## src/adc_flag_pkg.sv

```systemverilog
package adc_flag_pkg;
   localparam int          NUM_CH        = 8;
   localparam int          DATA_W        = 10;
   localparam int          CONV_CYCLES   = 20;
   // byte addresses of the register map
   localparam logic [11:0] OFF_CTRL      = 12'h000;
   localparam logic [11:0] OFF_MODE      = 12'h004;
   localparam logic [11:0] OFF_CH_EN     = 12'h010;
   localparam logic [11:0] OFF_CH_DIS    = 12'h014;
   localparam logic [11:0] OFF_CH_STAT   = 12'h018;
   localparam logic [11:0] OFF_STATUS    = 12'h01C;
   localparam logic [11:0] OFF_LAST_DATA = 12'h020;
   localparam logic [11:0] OFF_CH_DATA0  = 12'h030;
   // field positions
   localparam int          CTRL_START_BIT = 1;
   localparam int          MODE_SLEEP_BIT = 5;
   localparam int          ST_OVR_LSB     = 8;
   localparam int          ST_DATA_READY_FLAG_BIT    = 16;
   localparam int          ST_GOVR_BIT    = 17;
   localparam int          ST_SLEEP_BIT   = 18;
   localparam int          ST_BUSY_BIT    = 19;
   localparam logic [31:0] ZERO_WORD      = 32'h0000_0000;
endpackage

```

## src/adc_status_flag_logic.sv

```systemverilog
// Register access over APB and the register addresses are this design's own decisions.
module adc_status_flag_logic
   import adc_flag_pkg::*;
(
   input  wire logic                             clk,
   input  wire logic                             reset_n,
   input  wire logic [11:0]                      paddr,
   input  wire logic                             psel,
   input  wire logic                             penable,
   input  wire logic                             pwrite,
   input  wire logic [31:0]                      pwdata,
   output logic      [31:0]                      prdata,
   output logic                                  pready,
   output logic                                  pslverr,
   input  wire logic [adc_flag_pkg::DATA_W-1:0]  convResult,
   output logic                                  sleepActive
);
   import adc_flag_pkg::*;

   // ----------------------------------------------------------------------
   // state
   // ----------------------------------------------------------------------
   typedef struct packed {
      logic [NUM_CH-1:0]             chEn;
      logic                          sleepReq;
      logic                          sleepOn;
      logic                          busy;
      logic [4:0]                    convCnt;
      logic [2:0]                    curCh;
      logic [2:0]                    lastCh;
      logic [NUM_CH-1:0]             eoc;
      logic [NUM_CH-1:0]             ovr;
      logic                          data_ready_flag;
      logic                          govr;
      logic [NUM_CH*DATA_W-1:0]      chData;
      logic [DATA_W-1:0]             lastData;
      logic [31:0]                   rdata;
      logic                          ready;
      logic                          err;
   } state_t;

   state_t st_r;
   state_t st_nxt;

   // next channel to convert after cur, wrapping over enabled set
   function automatic logic [2:0] nextCh(input logic [NUM_CH-1:0] en,
                                         input logic [2:0] cur);
      logic [2:0] res;
      logic [2:0] idx;
      res = cur;
      for (int k = NUM_CH; k >= 1; k--) begin
         idx = 3'(int'(cur) + k);
         if (en[idx]) begin
            res = idx;
         end
      end
      return res;
   endfunction

   // byte address of one channel data register
   function automatic logic [11:0] chAddr(input int n);
      return 12'(int'(OFF_CH_DATA0) + 4 * n);
   endfunction

   logic access;
   logic wrAcc;
   logic rdAcc;
   logic convEnd;
   logic endStores;
   logic rdLast;
   logic rdStat;
   logic chRdHit;
   logic [NUM_CH-1:0] rdCh;
   logic [NUM_CH-1:0] disMask;
   logic [31:0]       rdMux;

   // ----------------------------------------------------------------------
   // decode and next state
   // ----------------------------------------------------------------------
   always_comb begin
      st_nxt  = st_r;
      // access phase answered one cycle later, so every access phase is 2 cycles
      access  = psel && penable && !st_r.ready;
      wrAcc   = access && pwrite;
      rdAcc   = access && !pwrite;
      convEnd = st_r.busy && (st_r.convCnt == 5'(CONV_CYCLES - 1));
      // a channel disabled in the end cycle still stores, as the
      // conversion was launched under the old enable
      endStores = convEnd && st_r.chEn[st_r.curCh];
      rdLast  = rdAcc && (paddr == OFF_LAST_DATA);
      rdStat  = rdAcc && (paddr == OFF_STATUS);
      rdCh    = '0;
      chRdHit = 1'b0;
      for (int n = 0; n < NUM_CH; n++) begin
         rdCh[n] = rdAcc && (paddr == chAddr(n));
         chRdHit = chRdHit || rdCh[n];
      end
      disMask = (wrAcc && paddr == OFF_CH_DIS) ? pwdata[NUM_CH-1:0] : '0;

      // read data mux
      rdMux = ZERO_WORD;
      case (paddr)
         OFF_MODE:      rdMux[MODE_SLEEP_BIT] = st_r.sleepReq;
         OFF_CH_STAT:   rdMux[NUM_CH-1:0] = st_r.chEn;
         OFF_STATUS: begin
            rdMux[NUM_CH-1:0]                 = st_r.eoc;
            rdMux[ST_OVR_LSB+:NUM_CH]         = st_r.ovr;
            rdMux[ST_DATA_READY_FLAG_BIT]                = st_r.data_ready_flag;
            rdMux[ST_GOVR_BIT]                = st_r.govr;
            rdMux[ST_SLEEP_BIT]               = st_r.sleepOn;
            rdMux[ST_BUSY_BIT]                = st_r.busy;
         end
         OFF_LAST_DATA: rdMux[DATA_W-1:0] = st_r.lastData;
         default: begin
            for (int n = 0; n < NUM_CH; n++) begin
               if (paddr == chAddr(n)) begin
                  rdMux[DATA_W-1:0] = st_r.chData[n*DATA_W +: DATA_W];
               end
            end
         end
      endcase

      // bus answer: pulse ready, flag misaligned addresses and those past the last channel data register
      st_nxt.ready = psel && penable && !st_r.ready;
      st_nxt.rdata = rdAcc ? rdMux : ZERO_WORD;
      st_nxt.err   = access && (paddr > chAddr(NUM_CH - 1) || paddr[1:0] != 2'b00);

      // channel enable and mode writes
      if (wrAcc && paddr == OFF_CH_EN) begin
         st_nxt.chEn = st_r.chEn | pwdata[NUM_CH-1:0];
      end
      st_nxt.chEn = st_nxt.chEn & ~disMask;
      if (wrAcc && paddr == OFF_MODE) begin
         st_nxt.sleepReq = pwdata[MODE_SLEEP_BIT];
         if (!pwdata[MODE_SLEEP_BIT]) begin
            st_nxt.sleepOn = 1'b0;
         end
      end

      // conversion sequencer
      if (st_r.busy) begin
         st_nxt.convCnt = st_r.convCnt + 5'd1;
      end
      if (convEnd) begin
         st_nxt.convCnt = 5'd0;
         if (nextCh(st_r.chEn & ~disMask, st_r.curCh) > st_r.curCh &&
             (st_r.chEn & ~disMask) != '0) begin
            st_nxt.curCh = nextCh(st_r.chEn & ~disMask, st_r.curCh);
         end else begin
            st_nxt.busy = 1'b0;
            // sleep is entered only at a conversion end, never when idle;
            // the next value keeps a same-cycle wake write from being lost
            st_nxt.sleepOn = st_nxt.sleepReq;
         end
      end
      if (wrAcc && paddr == OFF_CTRL && pwdata[CTRL_START_BIT] &&
          !st_r.busy && st_r.chEn != '0) begin
         st_nxt.busy    = 1'b1;
         st_nxt.convCnt = 5'd0;
         st_nxt.curCh   = nextCh(st_r.chEn, 3'(NUM_CH - 1));
      end

      // end-of-conversion and channel overrun: reads clear first, end sets
      for (int n = 0; n < NUM_CH; n++) begin
         if (rdCh[n]) begin
            st_nxt.eoc[n] = 1'b0;
         end
         if (rdStat) begin
            st_nxt.ovr[n] = 1'b0;
         end
      end
      // the last-data word belongs to the channel stored last, which
      // differs from the channel now converting once the scan moves on
      if (rdLast) begin
         st_nxt.eoc[st_r.lastCh] = 1'b0;
      end
      if (endStores) begin
         st_nxt.lastCh = st_r.curCh;
         st_nxt.chData[st_r.curCh*DATA_W +: DATA_W] = convResult;
         st_nxt.lastData = convResult;
         st_nxt.eoc[st_r.curCh] = 1'b1;
         if (st_r.eoc[st_r.curCh]) begin
            st_nxt.ovr[st_r.curCh] = 1'b1;
         end
      end

      // data ready: only the last-data read clears it, any store sets it
      if (rdLast) begin
         st_nxt.data_ready_flag = 1'b0;
      end
      if (endStores) begin
         st_nxt.data_ready_flag = 1'b1;
      end

      // general overrun: status read clears, new overrun set wins
      if (rdStat) begin
         st_nxt.govr = 1'b0;
      end
      if (endStores && st_r.data_ready_flag) begin
         st_nxt.govr = 1'b1;
      end
   end

   // ----------------------------------------------------------------------
   // registers
   // ----------------------------------------------------------------------
   // single domain; all flags drop together under reset
   always_ff @(posedge clk or negedge reset_n) begin
      if (!reset_n) begin
         st_r <= '0;
      end else begin
         st_r <= st_nxt;
      end
   end

   assign prdata      = st_r.rdata;
   assign pready      = st_r.ready;
   assign pslverr     = st_r.err;
   assign sleepActive = st_r.sleepOn;
endmodule

```

## config.mk

```make
export PLATFORM = sky130hd
export DESIGN_NAME = adc_status_flag_logic
export DESIGN_NICKNAME = d
export VERILOG_FILES = /design/src/adc_flag_pkg.sv /design/src/adc_status_flag_logic.sv
export SDC_FILE = /design/constraint.sdc
export NUM_CORES = 1
export LEC_CHECK = 0
export BUFFER_PORTS_ARGS = -buffer_cell sky130_fd_sc_hd__buf_2
export CAP_MARGIN = 20
export CORE_MARGIN = 2
export CORE_UTILIZATION = 60
export DETAILED_ROUTE_END_ITERATION = 10
export PLACE_DENSITY = 0.92
export SKIP_CTS_REPAIR_TIMING = 1
export SLEW_MARGIN = 0
export SYNTH_ARGS = -nofsm -noshare
export SYNTH_HDL_FRONTEND = slang
export SYNTH_SLANG_ARGS = --single-unit
```

## constraint.sdc

```tcl
create_clock -name clk -period 6.4 [get_ports clk]
set_input_delay 1.28 -clock clk [delete_from_list [all_inputs] [get_ports clk]]
set_output_delay 1.28 -clock clk [all_outputs]
set_load 0.005 [all_outputs]
```

After elaboration in Yosys (flattened, before gate mapping):

Cells that the tools add are included.

* register bits: 152
* bits of input ports: 59

* add/subtract/negate cells: 10
* $mul: 1
* magnitude comparators: 14
* equal/unequal tests: 16
* shift-type cells: 2
* multiplexer cells: 87
* bitwise gates (word level): 8
* reductions and logical operators: 44

Operators by type and width (number)
* $mux 10: 10
* $bwmux 80: 1
* $shift 10x34->80 const A: 1
* $shiftx 10x34->80: 1
* $eq 12x6->1 const B: 5
* $eq 12x5->1 const B: 4
* $eq 12x7->1 const B: 4
* $mux 3: 16
* $lt 3x4->1 const B: 10
* $mux 1: 34
* $neg 7->34: 1
* $mux 8: 4
* $bmux 1 s3: 10
* $logic_and 1x1->1: 28
* $and 8x8->8: 3
* $or 8x8->8: 3
* $mux 20: 1
* $pmux 5 s4: 1
* $mux 16: 1
* $not 8->8: 2
* $reduce_bool 8->1: 2
* $add 3x3->3 const B: 4
* $eq 12x3->1 const B: 1
* $gt 12x7->1 const B: 1
* other kinds (22): 34

Depth between registers and ports, before layout:

* depth after elaboration: 23
* depth in mapped cells: 22
* mapped depth without buffers: 19

Worst setup path after synthesis:

OpenSTA, ideal clock, no wires.

* path kind: in2reg
* start point: in paddr[8]
* end point: reg st_r[147] (netlist name)
* data arrival time: 5142 ps
* required time: 6270 ps
* slack: 1129 ps
* stages: 18
* path buffers: 0
* cells stage by stage: or4_1 nor4b_4 a31oi_1 mux2_2 mux2_2 mux2i_4 nor2b_1 a2111o_1 a31oi_2 ha_1 a21o_1 a21oi_1 a31oi_1 o21ai_0 nor2_1 a32o_1 a21oi_1 o21ai_0

* word-level cells in the longest chain between the ends: 20

Ends and longest elaborated chain
* from (decl): line adc_status_flag_logic.sv:7 `input wire logic [11:0] paddr,`
* $eq 12x5->1: line adc_status_flag_logic.sv:98 `disMask = (wrAcc && paddr == OFF_CH_DIS) ? pwdata[NUM_CH-1:0] : '0;`
* $logic_and 1x1->1: line adc_status_flag_logic.sv:98
* $mux 8: line adc_status_flag_logic.sv:98
* $not 8->8: line adc_status_flag_logic.sv:146, adc_status_flag_logic.sv:147, adc_status_flag_logic.sv:148
* $and 8x8->8: line adc_status_flag_logic.sv:146, adc_status_flag_logic.sv:147, adc_status_flag_logic.sv:148
* $bmux 1 s3: line adc_status_flag_logic.sv:53 `if (en[idx]) begin`
* $mux 1 (not written as such): line adc_status_flag_logic.sv:53
* $mux 3
* $mux 3 (7 in series): line adc_status_flag_logic.sv:53
* $mux 3: line adc_status_flag_logic.sv:144 `if (convEnd) begin`
* $gt 3x3->1: line adc_status_flag_logic.sv:146 `if (nextCh(st_r.chEn & ~disMask, st_r.curCh) > st_r.curCh &&`
* $logic_and 1x1->1: line adc_status_flag_logic.sv:146
* $reduce_bool 2->1 (no line)
* $reduce_and 2->1 (no line)
* to (signal assigned): line adc_status_flag_logic.sv:212 `st_r <= st_nxt;`
* to (decl): line adc_status_flag_logic.sv:42 `state_t st_r;`

Parallel ways exist; a longest one is shown, timed or not. The select of a mux whose other input is x is not followed.
A chain may end at the register's enable or synchronous reset.

Worst setup path in the final report:

* start point: in paddr[1]
* end point: reg st_r[145] (netlist name)

Same word-level chain as after synthesis.

==> flow_summary.yaml <==
worst_setup_path:
  crit_type: "primary input to register"
  slowest_delay_ps: 580
  required_ps: 6720
  path_cells: "buf_2 > or4b_4 > nor4_4 > a31oi_1 > mux2i_1 > mux2_2 > nor2_1 > o211a_1 > nor3_1 > a211oi_1 > o32ai_1 > ha_1 > a31oi_1 > o21ai_0 > nor2_1 > a21oi_1 > nor3_1 > a21oi_1"
  ff2ff_setup_slack_ps: 1630
  worstPathMaxFanout: 10
  r2r-end: "st_r[145]"
  critPathLaunch: "paddr[1]"
  crit_end: "st_r[145]"
  endpoint_kind: "register"
  r2r-start: "st_r[146]"
  setup.worst_path.start_class: "primary input"
  cp.arrival_ps: 6110
  slowest_stage: "nor4_4"
  rr_worst_depth: 18
power:
  p_per_area_nw_per_um2: 202.5
  leakage_nw: 4.631
  ir_drop_uv: 198.7
clock_tree:
  cts_tree: "built"
  cts_root_buffer: "clkbuf_16"
  htree_levels: 4
  path_clk_slew_ps: 60
  numClockSinks: 152
  clk_path_buf_depth: 2
  cts_buffers: 17
  clk-insertion-delay-late_ps: 430
detailed_routing:
  route.detailed.drc: 0
  ant_nets: 0
  wire_per_inst_um: 23.44
  viasPerCell: 6.851
  first_pass_iters: 6
  drt-initial-drc-count: 1221
  detailroute.via_count: 8433
  routed_wl_um: 28860
min_path:
  hold_class: "register to register"
flow_run:
  maxCapViolations: 0
die:
  die-height_um: 129.3
  rows: 45
  die_area_um2: 16730
  die_x_um: 129.3
  start_util_pct: 61.78
  ios: 94
  core_area_um2: 15260
logic_synthesis:
  synth_area_um2: 9427
  yosysWarnings: 0
  synthCells: 984
  synth_seq_area_share_pct: 40.35
  synth_edf_count: 0
  synth_seq_cells: 152
  ys_async_sr_fraction_pct: 100.0
  ys_types: 67
  syn_avg_cell_area_um2: 9.580
  synth_ff_type: "dfrtp_1"
timing:
  drv_slew: 0
  skew_ps: 10.00
  max-slew-margin-rel_pct: 32.01
  setup_violations: 0
  holdWs_ps: 497.6
  min_period_ps: 5797
  finalSetupTns_ps: 0
  rsz0062_at_grt: "no"
  finalCritPeriodShare_pct: 90.57
  worstMarginPinSlew_ps: 1016
  hold_viol_final: 0
  clock.fmax_mhz: 172.5
grt:
  grt_overflow: 0
  grt_pass1_vias: 7979
  grt_max_degree: 87
  groute.usage.overall_pct: 35.69
  grt_pass1_wl_um: 45100
  grt_antenna_before_repair: 0
layout:
  syn2layout_area_growth_pct: 9.795
  final_nets: 1085
  n_antenna_cell: 0
  multi_input_area_um2: 5146
  layout_common_cells: "dfrtp_1 (152), nand2_1 (126), mux2_2 (83)"
  layout-drive-gt1-share_pct: 20.69
  final_common_cell: "dfrtp_1"
  fillCellCount: 1192
  register_area_um2: 3804
placed_design:
  hpwl_um: 20680
  portBuffers: 57
  gp_congestion: 0.9922
run_status:
  outcome: "finished, final reports clean"
final cells by class:
class / instances / share of cell area [%]
clock inverters: 7 / 1.124
multi-input cells: 736 / 49.72
repair buffers: 76 / 4.195
well taps: 211 / 2.551
flip-flops and latches: 152 / 36.75
inverters: 25 / 0.9067
clock buffers: 24 / 4.751
cell families (layout without fill, tap and decap cells):
kind of cell / Yosys count / in the layout / share of synthesized area (%)
other: 1 / 12 / 0.03978
DFF: 152 / 152 / 40.35
xor gates and xnor gates: 9 / 9 / 0.8361
muxes: 125 / 125 / 15.76
adders and majority gates: 18 / 18 / 2.389
buffers and inverters: 107 / 132 / 5.535
and+or+nand+nor: 337 / 337 / 17.14
AOI/OAI and AO/OA: 235 / 235 / 17.96
cells in the mapped netlist (4+ instances only):
master	number	share of area, %
a32o_1	9	0.96
nor2_1	72	2.9
o21ai_0	35	1.9
nand2_1	126	5.0
mux2i_1	31	3.3
a31oi_1	24	1.6
a21o_1	13	1.0
buf_1	8	0.32
dfrtp_1	152	40
o22a_1	9	0.84
o21a_1	15	1.2
nand3b_1	5	0.40
o221ai_1	13	1.2
nand3_1	32	1.7
xnor2_1	5	0.46
nor2b_1	13	0.86
and3_1	16	1.1
a221oi_1	7	0.65
a22o_1	14	1.3
mux4_2	9	2.2
xor2_1	4	0.37
clkbuf_1	42	1.7
nand2b_1	8	0.53
o22ai_1	11	0.73
a21oi_1	29	1.5
inv_1	23	0.92
buf_4	32	2.5
or3_1	6	0.40
a22oi_1	24	1.9
ha_1	18	2.4
and2_1	7	0.46
nor4_1	9	0.60
a222oi_1	12	1.3
nor3_1	22	1.2
mux2_2	83	9.9
critical path, delay by kind of cell:
| family | cells | cell delay, ps |
|---|---|---|
| AOI/OAI and AO/OA | 8 | 1640 |
| adders and majority gates | 1 | 310 |
| buffers and inverters | 1 | 100 |
| and+or+nand+nor | 6 | 2100 |
| muxes | 2 | 690 |
metrics by stage:
stage / util, % / cells / total power, mW / cell area, um2 / setup WS, ps
finish: 67.83 / 1231 / 2.096 / 10350 / 603.3
detailed placement: 63.85 / 1200 / 1.067 / 9742 / 318.7
CTS: 67.83 / 1231 / 2.088 / 10350 / 708.8
floorplan: - / 995 / 1.020 / 9468 / 1129
global placement: 63.85 / 1200 / 1.066 / 9742 / 425.4
global route: 67.83 / 1231 / 2.142 / 10350 / 212.4
per-layer routing:
metal | track usage, % | part of all wire [%]
met1 | 48.49 | 40
met2 | 53.44 | 44
met3 | 10.78 | 12
met4 | 15.03 | 4.1
met5 | 0 | 0
power breakdown:
group          leakage, nW  switching [mW]  internal (mW)
combinational         2.38          0.0608         0.0237
sequential            1.95         0.00298          0.964
clock                0.296           0.392          0.652
total                 4.63           0.456           1.64
registers in the layout (all words and copies together), names as in the netlist:
| register | cells |
|---|---|
| pslverr | 1 |
| prdata | 20 |
| st_r | 129 |
| pready | 1 |
| sleepActive | 1 |
worst min path at each step:
| stage | endpoint | slack (ps) | from | cells after the start |
|---|---|---|---|---|
| after floorplan | st_r[82] | 450 | st_r[82] | 2 |
| final | st_r[128] | 500 | st_r[128] | 1 |
| after CTS | st_r[132] | 500 | st_r[132] | 1 |
| after detailed placement | st_r[124] | 480 | st_r[124] | 1 |
| after global placement | st_r[57] | 460 | st_r[57] | 2 |
| after global routing | st_r[58] | 510 | st_r[58] | 1 |
(Power assumes the default switching activity.)
